[src/pkg/sdw_pkg.sv]
package sdw_pkg;
	// APB register byte offsets
	localparam logic [7:0] OFS_CTRL = 8'h00;
	localparam logic [7:0] OFS_CDB0 = 8'h04;
	localparam logic [7:0] OFS_CDB1 = 8'h08;
	localparam logic [7:0] OFS_CDB2 = 8'h0C;
	localparam logic [7:0] OFS_STAT = 8'h10;
	localparam logic [7:0] OFS_SENSE = 8'h14;
	localparam logic [7:0] OFS_DEC = 8'h18;
	localparam logic [7:0] OFS_LEN = 8'h1C;
	localparam logic [7:0] OFS_PAGE = 8'h20;
	localparam logic [7:0] OFS_VSENSE = 8'h24;
	// Control field positions
	localparam int CTRL_GO = 0;
	localparam int CTRL_DEFER = 1;
	localparam int CTRL_BUSY = 2;
	localparam int CTRL_RESV = 3;
	localparam int CTRL_STFAIL = 4;
	localparam int CTRL_PFSUP = 5;
	localparam int CTRL_CAUSE = 8;
	localparam int CTRL_LUNMAX = 12;
	localparam logic [31:0] CTRL_RST = 32'h0000_0020;
	localparam logic [31:0] VSENSE_RST = 32'h0000_8000;
	// Operation codes
	localparam logic [7:0] OP_DIAG = 8'h1D;
	localparam logic [7:0] OP_READY = 8'h00;
	localparam logic [7:0] OP_WRBUF = 8'h3B;
	// Diagnostic byte 1 bit positions
	localparam int B1_PF = 4;
	localparam int B1_ST = 2;
	localparam int B1_DEV = 1;
	localparam int B1_UNIT = 0;
	// Status bytes
	localparam logic [7:0] ST_GOOD = 8'h00;
	localparam logic [7:0] ST_CHECK = 8'h02;
	localparam logic [7:0] ST_BUSYS = 8'h08;
	localparam logic [7:0] ST_RESV = 8'h18;
	// Sense keys
	localparam logic [3:0] SK_NONE = 4'h0;
	localparam logic [3:0] SK_NRDY = 4'h2;
	localparam logic [3:0] SK_HW = 4'h4;
	localparam logic [3:0] SK_ILL = 4'h5;
	// Additional sense codes
	localparam logic [7:0] ASC_NONE = 8'h00;
	localparam logic [7:0] ASC_NRDY = 8'h04;
	localparam logic [7:0] ASC_BADOP = 8'h20;
	localparam logic [7:0] ASC_BADCDB = 8'h24;
	localparam logic [7:0] ASC_NOLUN = 8'h25;
	localparam logic [7:0] ASC_NOMED = 8'h3A;
	localparam logic [7:0] ASC_VEND = 8'h80;
	// Write buffer modes
	localparam logic [2:0] WM_HDR = 3'h0;
	localparam logic [2:0] WM_VEND = 3'h1;
	localparam logic [2:0] WM_DATA = 3'h2;
	localparam logic [2:0] WM_UC = 3'h4;
	localparam logic [2:0] WM_UCSAVE = 3'h5;
	localparam logic [23:0] WB_HDR_LEN = 24'h000004;
	// Self-test duration
	localparam int DEFAULT_CHECK_FLAG_NS = 2000;
	localparam int CLK_NS = 10;
	localparam int DEFAULT_CHECK_FLAG_CYC = (DEFAULT_CHECK_FLAG_NS + CLK_NS - 1) / CLK_NS;
	typedef enum logic [1:0] {S_IDLE, S_DEC, S_TEST, S_END} sdw_state_t;
endpackage

[src/verilog/sdw_top.sv]
`timescale 1ns/10ps
`default_nettype none
module sdw_top import sdw_pkg::*; #(
	parameter int BUF_COUNT = 1,
	parameter logic [23:0] BUF_CAP = 24'h001000,
	parameter int ST_CYC = DEFAULT_CHECK_FLAG_CYC
) (
	// Clock, reset, enable
	input wire logic i_clk,
	input wire logic i_rst,
	input wire logic i_ce,
	// APB slave
	input wire logic i_psel,
	input wire logic i_penable,
	input wire logic i_pwrite,
	input wire logic [7:0] i_paddr,
	input wire logic [31:0] i_pwdata,
	output logic o_pready,
	output logic [31:0] o_prdata,
	output logic o_pslverr,
	// Command outcome and grants
	output logic o_busy,
	output logic o_default_check_flag_run,
	output logic o_diag_start,
	output logic o_medium_offline_grant,
	output logic o_whole_target_offline_grant,
	output logic o_medium_lock,
	output logic o_ucode_load,
	output logic o_ucode_save
);
	// Keep only vendor codes or codes this block assigns
	function automatic logic [15:0] legal_sense(input logic [7:0] asc, input logic [7:0] ascq);
		logic ok;
		ok = 1'b0;
		// Either byte in the upper half is a vendor code or refinement
		if (asc >= ASC_VEND || ascq >= ASC_VEND) ok = 1'b1;
		// No additional sense information
		if (asc == ASC_NONE && ascq == 8'h00) ok = 1'b1;
		// Not-ready family, causes 0 to 4
		if (asc == ASC_NRDY && ascq <= 8'h04) ok = 1'b1;
		// Invalid opcode, invalid field, unsupported unit
		if ((asc == ASC_BADOP || asc == ASC_BADCDB || asc == ASC_NOLUN) && ascq == 8'h00) ok = 1'b1;
		// Medium not present
		if (asc == ASC_NOMED && ascq == 8'h00) ok = 1'b1;
		// Anything else is reserved and reported as no sense
		legal_sense = ok ? {asc, ascq} : 16'h0000;
	endfunction

	// Buffer write modes that must leave every medium untouched
	function automatic logic keeps_media(input logic [2:0] m);
		keeps_media = m == WM_HDR || m == WM_DATA;
	endfunction

	// Microcode transfer modes, with and without saving
	function automatic logic is_ucode(input logic [2:0] m);
		is_ucode = m == WM_UC || m == WM_UCSAVE;
	endfunction

	// Reserved buffer write modes, always refused
	function automatic logic is_rsvd_mode(input logic [2:0] m);
		is_rsvd_mode = m == 3'h3 || m == 3'h6 || m == 3'h7;
	endfunction

	// Software registers
	logic [31:0] ctrl;
	logic [31:0] cdb0;
	logic [31:0] cdb1;
	logic [31:0] cdb2;
	logic [15:0] page_need;
	logic [15:0] vsense;

	// Command results
	logic done;
	logic [7:0] status;
	logic [3:0] skey;
	logic [15:0] sense;

	// Latched length, self-test count and sequencer state
	logic [23:0] len_lat;
	logic [15:0] st_cnt;
	sdw_state_t state;

	// Command block fields
	wire [7:0] op = cdb0[7:0];
	wire [7:0] b1 = cdb0[15:8];
	wire [2:0] lun = b1[7:5];
	wire pf = b1[B1_PF];
	wire st = b1[B1_ST];
	wire dev_ok = b1[B1_DEV];
	wire unit_ok = b1[B1_UNIT];
	wire [15:0] diag_len = {cdb0[31:24], cdb1[7:0]};
	wire [2:0] wmode = b1[2:0];
	wire [7:0] buf_id = cdb0[23:16];
	wire [23:0] buf_ofs = {cdb0[31:24], cdb1[7:0], cdb1[15:8]};
	wire [23:0] wb_len = {cdb1[23:16], cdb1[31:24], cdb2[7:0]};
	wire [2:0] cause = ctrl[CTRL_CAUSE +: 3];
	wire [2:0] lun_max = ctrl[CTRL_LUNMAX +: 3];
	wire [24:0] wb_end = {1'b0, buf_ofs} + {1'b0, wb_len};
	wire len_zero = diag_len == 16'h0000;

	// Which command the block holds
	wire is_tur = op == OP_READY;
	wire is_diag = op == OP_DIAG;
	wire is_wrbuf = op == OP_WRBUF;

	// Software control bits
	wire defer_run = ctrl[CTRL_DEFER];
	wire force_busy = ctrl[CTRL_BUSY];
	wire force_resv = ctrl[CTRL_RESV];
	wire st_fails = ctrl[CTRL_STFAIL];
	wire pf_supported = ctrl[CTRL_PFSUP];

	// APB decode
	wire acc = i_psel & i_penable & o_pready;
	wire wr = acc & i_pwrite & i_ce;
	wire hit = i_paddr[1:0] == 2'b00 && i_paddr <= OFS_VSENSE;
	wire go = wr && i_paddr == OFS_CTRL && i_pwdata[CTRL_GO] && state == S_IDLE;
	// Register writes only land while no command runs
	wire reg_wr = wr && hit && state == S_IDLE;

	// Diagnostic request outcome
	// A zero length has no pages to cut, so it never trips the check
	wire pf_trunc = pf && !len_zero && diag_len < page_need;
	wire pf_bad = pf && !pf_supported;

	// Buffer write checks
	wire wm_rsvd = is_rsvd_mode(wmode);
	// Header mode: buffer zero, offset zero, length within header plus capacity
	wire hdr_id_bad = buf_id != 8'h00;
	wire hdr_ofs_bad = buf_ofs != 24'h000000;
	wire [24:0] hdr_room = {1'b0, BUF_CAP} + {1'b0, WB_HDR_LEN};
	wire hdr_len_bad = {1'b0, wb_len} > hdr_room;
	wire hdr_bad = wmode == WM_HDR && (hdr_id_bad || hdr_ofs_bad || hdr_len_bad);
	// Data mode: the buffer must exist and the transfer must fit in it
	wire data_id_bad = {24'h000000, buf_id} >= 32'(BUF_COUNT);
	wire data_fit_bad = wb_end > {1'b0, BUF_CAP};
	wire data_bad = wmode == WM_DATA && (data_id_bad || data_fit_bad);
	wire wb_bad = wm_rsvd || hdr_bad || data_bad;

	// Command outcome: status, sense key, sense and self-test request
	logic [7:0] next_status;
	logic [3:0] next_skey;
	logic [15:0] next_sense;
	logic next_test;
	always_comb begin
		next_status = ST_GOOD;
		next_skey = SK_NONE;
		next_sense = 16'h0000;
		next_test = 1'b0;
		// Forced busy, then reservation, then unit number
		if (force_busy) begin
			next_status = ST_BUSYS;
		end else if (force_resv) begin
			next_status = ST_RESV;
		end else if (lun > lun_max) begin
			// Unit beyond the highest one present
			next_status = ST_CHECK;
			next_skey = SK_ILL;
			next_sense = {ASC_NOLUN, 8'h00};
		end else if (is_tur) begin
			// Readiness query never starts the self-test
			if (cause != 3'h0) begin
				next_status = ST_CHECK;
				next_skey = SK_NRDY;
				unique case (cause)
					3'h1: next_sense = {ASC_NOMED, 8'h00};
					3'h2: next_sense = {ASC_NRDY, 8'h01};
					3'h3: next_sense = {ASC_NRDY, 8'h02};
					3'h4: next_sense = {ASC_NRDY, 8'h03};
					3'h5: next_sense = {ASC_NRDY, 8'h04};
					default: next_sense = {ASC_NRDY, 8'h00};
				endcase
			end
		end else if (is_diag) begin
			if (st) begin
				// Self-test runs in its own state
				next_test = 1'b1;
			end else if (pf_trunc || pf_bad) begin
				// Pages cut by the length, or pages not supported
				next_status = ST_CHECK;
				next_skey = SK_ILL;
				next_sense = {ASC_BADCDB, 8'h00};
			end
		end else if (is_wrbuf) begin
			if (wb_bad) begin
				next_status = ST_CHECK;
				next_skey = SK_ILL;
				next_sense = {ASC_BADCDB, 8'h00};
			end
		end else begin
			// Unknown operation code
			next_status = ST_CHECK;
			next_skey = SK_ILL;
			next_sense = {ASC_BADOP, 8'h00};
		end
	end

	// Accepted commands that cause work outside the block
	wire diag_go = is_diag && !st && next_status == ST_GOOD;
	wire wb_go = is_wrbuf && next_status == ST_GOOD;
	wire test_end = state == S_TEST && st_cnt == 16'(ST_CYC - 1);

	// Next values of the side-effect outputs
	wire next_busy = (state == S_IDLE && go) || (state != S_IDLE && state != S_END);
	wire next_default_check_flag_run = (state == S_DEC && next_test) || (state == S_TEST && !test_end);
	// Immediate run, unless software asked to defer to the fetch
	wire next_diag_start = state == S_DEC && diag_go && !defer_run;
	wire next_ucode_load = state == S_DEC && wb_go && is_ucode(wmode);
	wire next_ucode_save = state == S_DEC && wb_go && wmode == WM_UCSAVE;
	// Grants follow the last diagnostic request only
	wire grant_upd = state == S_DEC && is_diag;
	// Lock taken at decode, dropped when the next command starts
	wire lock_set = state == S_DEC;
	wire lock_clr = state == S_IDLE && go;
	wire next_lock = is_wrbuf && keeps_media(wmode);

	// Status and decoded-field words
	wire [31:0] stat_word = {16'h0000, status, 6'h00, done, o_busy};
	wire [31:0] dec_word = {21'h0, lun, 1'b0, unit_ok, dev_ok, st, pf, wmode};

	// Read mux, the go bit always reads zero
	logic [31:0] rd;
	always_comb begin
		unique case (i_paddr)
			OFS_CTRL: rd = {ctrl[31:1], 1'b0};
			OFS_CDB0: rd = cdb0;
			OFS_CDB1: rd = cdb1;
			OFS_CDB2: rd = {16'h0000, cdb2[15:0]};
			OFS_STAT: rd = stat_word;
			OFS_SENSE: rd = {12'h000, skey, sense};
			OFS_DEC: rd = dec_word;
			OFS_LEN: rd = {8'h00, len_lat};
			OFS_PAGE: rd = {16'h0000, page_need};
			OFS_VSENSE: rd = {16'h0000, vsense};
			default: rd = 32'h0000_0000;
		endcase
	end

	// APB handshake, one wait state
	// Ready is armed by the first access edge and answered at the next;
	// the ~o_pready term keeps a held access from seeing a second pulse
	always_ff @(posedge i_clk) begin
		if (i_rst) begin
			o_pready <= 1'b0;
			o_prdata <= 32'h0000_0000;
			o_pslverr <= 1'b0;
		end else if (i_ce) begin
			o_pready <= i_psel & i_penable & ~o_pready;
			o_prdata <= rd;
			o_pslverr <= i_psel & i_penable & ~o_pready & ~hit;
		end
	end

	// Software registers
	always_ff @(posedge i_clk) begin
		if (i_rst) begin
			ctrl <= CTRL_RST;
			cdb0 <= 32'h0000_0000;
			cdb1 <= 32'h0000_0000;
			cdb2 <= 32'h0000_0000;
			page_need <= 16'h0000;
			vsense <= VSENSE_RST[15:0];
		end else if (reg_wr) begin
			unique case (i_paddr)
				OFS_CTRL: ctrl <= {i_pwdata[31:1], 1'b0};
				OFS_CDB0: cdb0 <= i_pwdata;
				OFS_CDB1: cdb1 <= i_pwdata;
				OFS_CDB2: cdb2 <= i_pwdata;
				OFS_PAGE: page_need <= i_pwdata[15:0];
				OFS_VSENSE: vsense <= i_pwdata[15:0];
				default: ;
			endcase
		end
	end

	// Command sequencer
	// Idle waits for go, decode latches the outcome, the self-test state
	// counts its cycles, and the end state raises done until the next go
	always_ff @(posedge i_clk) begin
		if (i_rst) begin
			state <= S_IDLE;
			st_cnt <= 16'h0000;
			done <= 1'b0;
			status <= ST_GOOD;
			skey <= SK_NONE;
			sense <= 16'h0000;
			len_lat <= 24'h000000;
		end else if (i_ce) begin
			unique case (state)
				S_IDLE: if (go) begin
					state <= S_DEC;
					done <= 1'b0;
				end
				S_DEC: begin
					// Results stand until the next command decodes
					len_lat <= is_wrbuf ? wb_len : {8'h00, diag_len};
					status <= next_status;
					skey <= next_skey;
					sense <= legal_sense(next_sense[15:8], next_sense[7:0]);
					st_cnt <= 16'h0000;
					state <= next_test ? S_TEST : S_END;
				end
				S_TEST: begin
					// Count to the self-test length, then judge pass or fail
					st_cnt <= st_cnt + 16'h0001;
					if (test_end) begin
						state <= S_END;
						if (st_fails) begin
							status <= ST_CHECK;
							skey <= SK_HW;
							sense <= legal_sense(vsense[15:8], vsense[7:0]);
						end
					end
				end
				S_END: begin
					state <= S_IDLE;
					done <= 1'b1;
				end
			endcase
		end
	end

	// Side-effect outputs
	always_ff @(posedge i_clk) begin
		if (i_rst) begin
			o_busy <= 1'b0;
			o_default_check_flag_run <= 1'b0;
			o_diag_start <= 1'b0;
			o_medium_offline_grant <= 1'b0;
			o_whole_target_offline_grant <= 1'b0;
			o_medium_lock <= 1'b0;
			o_ucode_load <= 1'b0;
			o_ucode_save <= 1'b0;
		end else if (i_ce) begin
			o_busy <= next_busy;
			o_default_check_flag_run <= next_default_check_flag_run;
			o_diag_start <= next_diag_start;
			if (grant_upd) begin
				o_medium_offline_grant <= unit_ok;
				o_whole_target_offline_grant <= dev_ok;
			end
			if (lock_set) begin
				o_medium_lock <= next_lock;
			end else if (lock_clr) begin
				o_medium_lock <= 1'b0;
			end
			o_ucode_load <= next_ucode_load;
			o_ucode_save <= next_ucode_save;
		end
	end
endmodule
`default_nettype wire
[config.mk]
export PLATFORM = sky130hd
export DESIGN_NAME = sdw_top
export DESIGN_NICKNAME = d
export VERILOG_FILES = /design/src/pkg/sdw_pkg.sv /design/src/verilog/sdw_top.sv
export SDC_FILE = /design/constraint.sdc
export NUM_CORES = 1
export LEC_CHECK = 0
export BUFFER_PORTS_ARGS = -buffer_cell sky130_fd_sc_hd__buf_4
export CAP_MARGIN = 20
export CORE_AREA = 2 2 154 156
export DETAILED_ROUTE_END_ITERATION = 10
export DIE_AREA = 0 0 156 158
export GPL_ROUTABILITY_DRIVEN = 0
export PLACE_DENSITY = 0.78
export REMOVE_ABC_BUFFERS = 1
export SETUP_SLACK_MARGIN = 0.2
export SYNTH_ARGS = -nofsm -noshare
export SYNTH_HDL_FRONTEND = slang
export SYNTH_SLANG_ARGS = --single-unit
[constraint.sdc]
create_clock -name i_clk -period 3.8 [get_ports i_clk]
set_input_delay 0.57 -clock i_clk [delete_from_list [all_inputs] [get_ports i_clk]]
set_output_delay 0.57 -clock i_clk [all_outputs]
set_load 0.02 [all_outputs]
==> out/summary.txt <==
vias in the first global route: 11720
critical path's top delay family: compound AO/OA/AOI/OAI gates
Core ar.: 23050 um2
CTS max path bufs: 3
biggest area consumer among synthesized cells: dfxtp_1
hold crit path type: primary input to flop
TritonCTS Buffers: 28
crit path DAT: 3.78 ns
Final min period: 3.366 ns
I/O Pins: 88
Die ar.: 24650 um2
WS Path Type: flop to flop
violation count after the first detailed-routing iteration: 1790
fraction of layout instances using a drive strength above 1: 12.51%
Vias: 12910
largest net degree at the start of global routing: 102
clock sink total: 250
Unique masters post-synth: 71
most used routing layer: met2
Clock Skew: 0.01343 ns
Avg Cell Area, Syn: 7.677 um2
RSZ-0062 raised after global routing: false
post-synthesis sequential area ratio: 40.02%
crit path cell chain: ha_1, fa_2, a21o_1, a221oi_4, buf_6, nor4_1, nor2_1, o211ai_1, a2111oi_2, nand4_1, nor4_2, buf_4, o211ai_2, o21ai_1, a211oi_1
gr usage total: 33.36%
mean number of vias per cell: 6.480
Wirelength per Cell: 21.10 um
worst path bufs/invs: 2
final sum of negative setup slack: 0 ns
GR Util met1: 45.99%
CP Capture Type: flop
die height: 158 um
area grow syn2layout: 15.33%
Critical Path RT: 4.21 ns
met2 usage: 52.32%
P_leak: 5.086 nW
worst slew pin tran: 0.8409 ns
Antenna Nets Post-Route: 0
cell row count: 56
Cell Pwr Density: 382.9 nW/um2
H-Tree Level Count: 1
antenna cells: 0
Final Power: 5.522 mW
Critical Path Fanout Max: 4
detailed placement HPWL: 29340 um
Clock Pin Slew Worst Setup and Hold Paths: 0.06 ns
antenna violations before repair: 0
Fmax: 297.1 MHz
ys flop type: dfxtp_1
total gr overflow: 0
CP max-delay cell: fa_2
Yosys warnings: 0
startpoint types: flop
hold buffer count at cts: 0
EDFF count, synth: 0
CTS Root Cell: clkbuf_16
Final #Nets: 1779
Slew Limit Headroom: 43.88%
flops & latches, synth: 250
max_cap viols: 0
largest cells by area after synthesis: dfxtp_1 (40%), nand2_1 (13%), a21oi_1 (8.8%), ha_1 (4.9%), nor2_1 (3.5%)
synthesized area: 12510 um2
Hold Vio Cnt, Final: 0
largest stage delay on the critical path: 0.37 ns
latest clock arrival within the worst-skew pair: 0.55 ns
wire length of the first global-routing pass: 64830 um
DRC Markers: 0
maximum vdd drop: 0.0002844 V
WL final: 42030 um
CTS tree: built
Starting Density: 54.25%
Slew Limit Fails: 0
final period utilization: 88.59%
final setup fails: 0
Syn Inst Count: 1629
Post-synth ARST share: 0%
Global Route met3 Usage: 6.050%
Pre-antenna DRT Iters: 8
Synth top area share: 40.02%
port bufs: 87
outcome: completed
Die Width: 156 um
[flip-flops by register name, indices dropped and copies added, names as in the netlist, 2 cells and up]
name and flops:
st_cnt 16, len_lat 24, ctrl 31, cdb1 32, skey 3, status 3, sense 16, vsense 16
state 2, page_need 16, cdb0 32, o_prdata 32, cdb2 16
[metrics by stage]
step	worst slack (ns)	instances	cell area [um2]	util [%]	hold slack, ns
after global placement	0.4811	1939	13480	58.46	0.4382
after floorplan	0.3230	1521	12100	-	0.4253
after CTS	0.3727	1988	14370	62.35	0.2808
after global routing	0.2068	1992	14420	62.57	0.2946
final	0.4336	1992	14420	62.57	0.2864
after detailed placement	0.3712	1939	13480	58.46	0.4445
[worst paths after layout]
| kind | from | endpoint | cells past startpoint | slack, ns |
|---|---|---|---|---|
| min reg2reg | len_lat[18]$_SDFFE_PP0P_ | len_lat[18]$_SDFFE_PP0P_ | 2 | 0.45 |
| max | cdb1[8]$_SDFFE_PP0P_ | status[1]$_SDFFE_PP0P_ | 15 | 0.43 |
| min | i_pwdata[22] | cdb1[22]$_SDFFE_PP0P_ | 3 | 0.29 |
| max reg2reg | cdb1[8]$_SDFFE_PP0P_ | status[1]$_SDFFE_PP0P_ | 15 | 0.43 |
[cell families after synthesis]
kind of cell,synth area share [%]
AND/OR/NAND/NOR,24.30
flip-flops,40.02
XOR/XNOR,1.611
AO/OA/AOI/OAI,23.21
buffers and inverters,4.052
adder cells (fa/ha/maj),5.063
multiplexers,1.741
[repair_timing]
| item | CTS | global route |
|---|---|---|
| resized for setup | 0 | 5 |
| setup buffers | 0 | 2 |
| setup endpoints to repair | 0 | 3 |
| endpoints found under the hold margin | 0 | 0 |
[layer usage]
metal | up-vias | wire length (um)
met2 | 809 | 18500
met4 | 0 | 1651
met5 | - | 0
met3 | 126 | 5060
met1 | 6055 | 16820
li1 | 5919 | -
[synthesized netlist by cell type, types with 4 or more instances]
master / count
a2111oi_0: 4
a211oi_1: 23
a21o_1: 11
a21oi_1: 220
a221oi_1: 14
a222oi_1: 33
a22oi_1: 12
a311oi_1: 27
a31oi_1: 7
and3_1: 13
clkbuf_1: 106
dfxtp_1: 250
ha_1: 49
inv_1: 27
mux2_2: 6
mux2i_1: 15
nand2_1: 424
nand2b_1: 7
nand3_1: 39
nand3b_1: 6
nand4_1: 17
nor2_1: 116
nor2b_1: 7
nor3_1: 28
nor4_1: 16
o211ai_1: 7
o21a_1: 5
o21ai_0: 32
o21bai_1: 5
o22ai_1: 4
or3_1: 8
or4_1: 5
xnor2_1: 7
xor2_1: 16
[report_power, final]
part | internal [mW] | switching (mW)
clock network | 1.54 | 1.11
registers | 2.64 | 0.00890
logic | 0.0808 | 0.153
total | 4.25 | 1.27
[worst register-to-register path: cells and delay by family (launching register included)]
kind            cells  cell delay, ns
compound gates      7            1.40
fa+ha+maj           2            0.61
simple gates        4            0.54
flops               1            0.34
buf+inv             2            0.34
[area by class of cell]
class / count / area [um2]
fillers: 2026 / 8630
multi-input cells: 1244 / 7039
flip-flops and latches: 250 / 5007
repair buffers: 132 / 1015
clock buffers: 40 / 847.1
well taps: 290 / 362.8
inverters: 27 / 101.3
clock inverters: 9 / 50.05
[placed cells by master, fill, tap and decap left out, types with 4 or more instances in the layout]
cell type	n
clkbuf_16	29
dfxtp_1	248
mux2i_1	15
o211ai_1	7
nor2b_1	7
o21a_1	5
o22ai_1	4
o21ai_0	32
a211oi_1	23
nor2_1	114
clkinv_2	7
a222oi_1	33
nor3_1	22
nor3_2	7
xor2_1	16
a2111oi_0	4
nand4_1	17
a221oi_1	14
nand3b_1	6
a311oi_1	27
nand2b_1	7
mux2_2	6
o21bai_1	5
nand2_1	424
nor4_1	16
a21o_1	11
clkbuf_8	8
ha_1	49
or3_1	8
inv_1	27
nand3_1	39
xnor2_1	7
a22oi_1	12
a21oi_1	220
or4_1	5
a31oi_1	7
and3_1	13
buf_4	128
(Power assumes the default switching activity.)
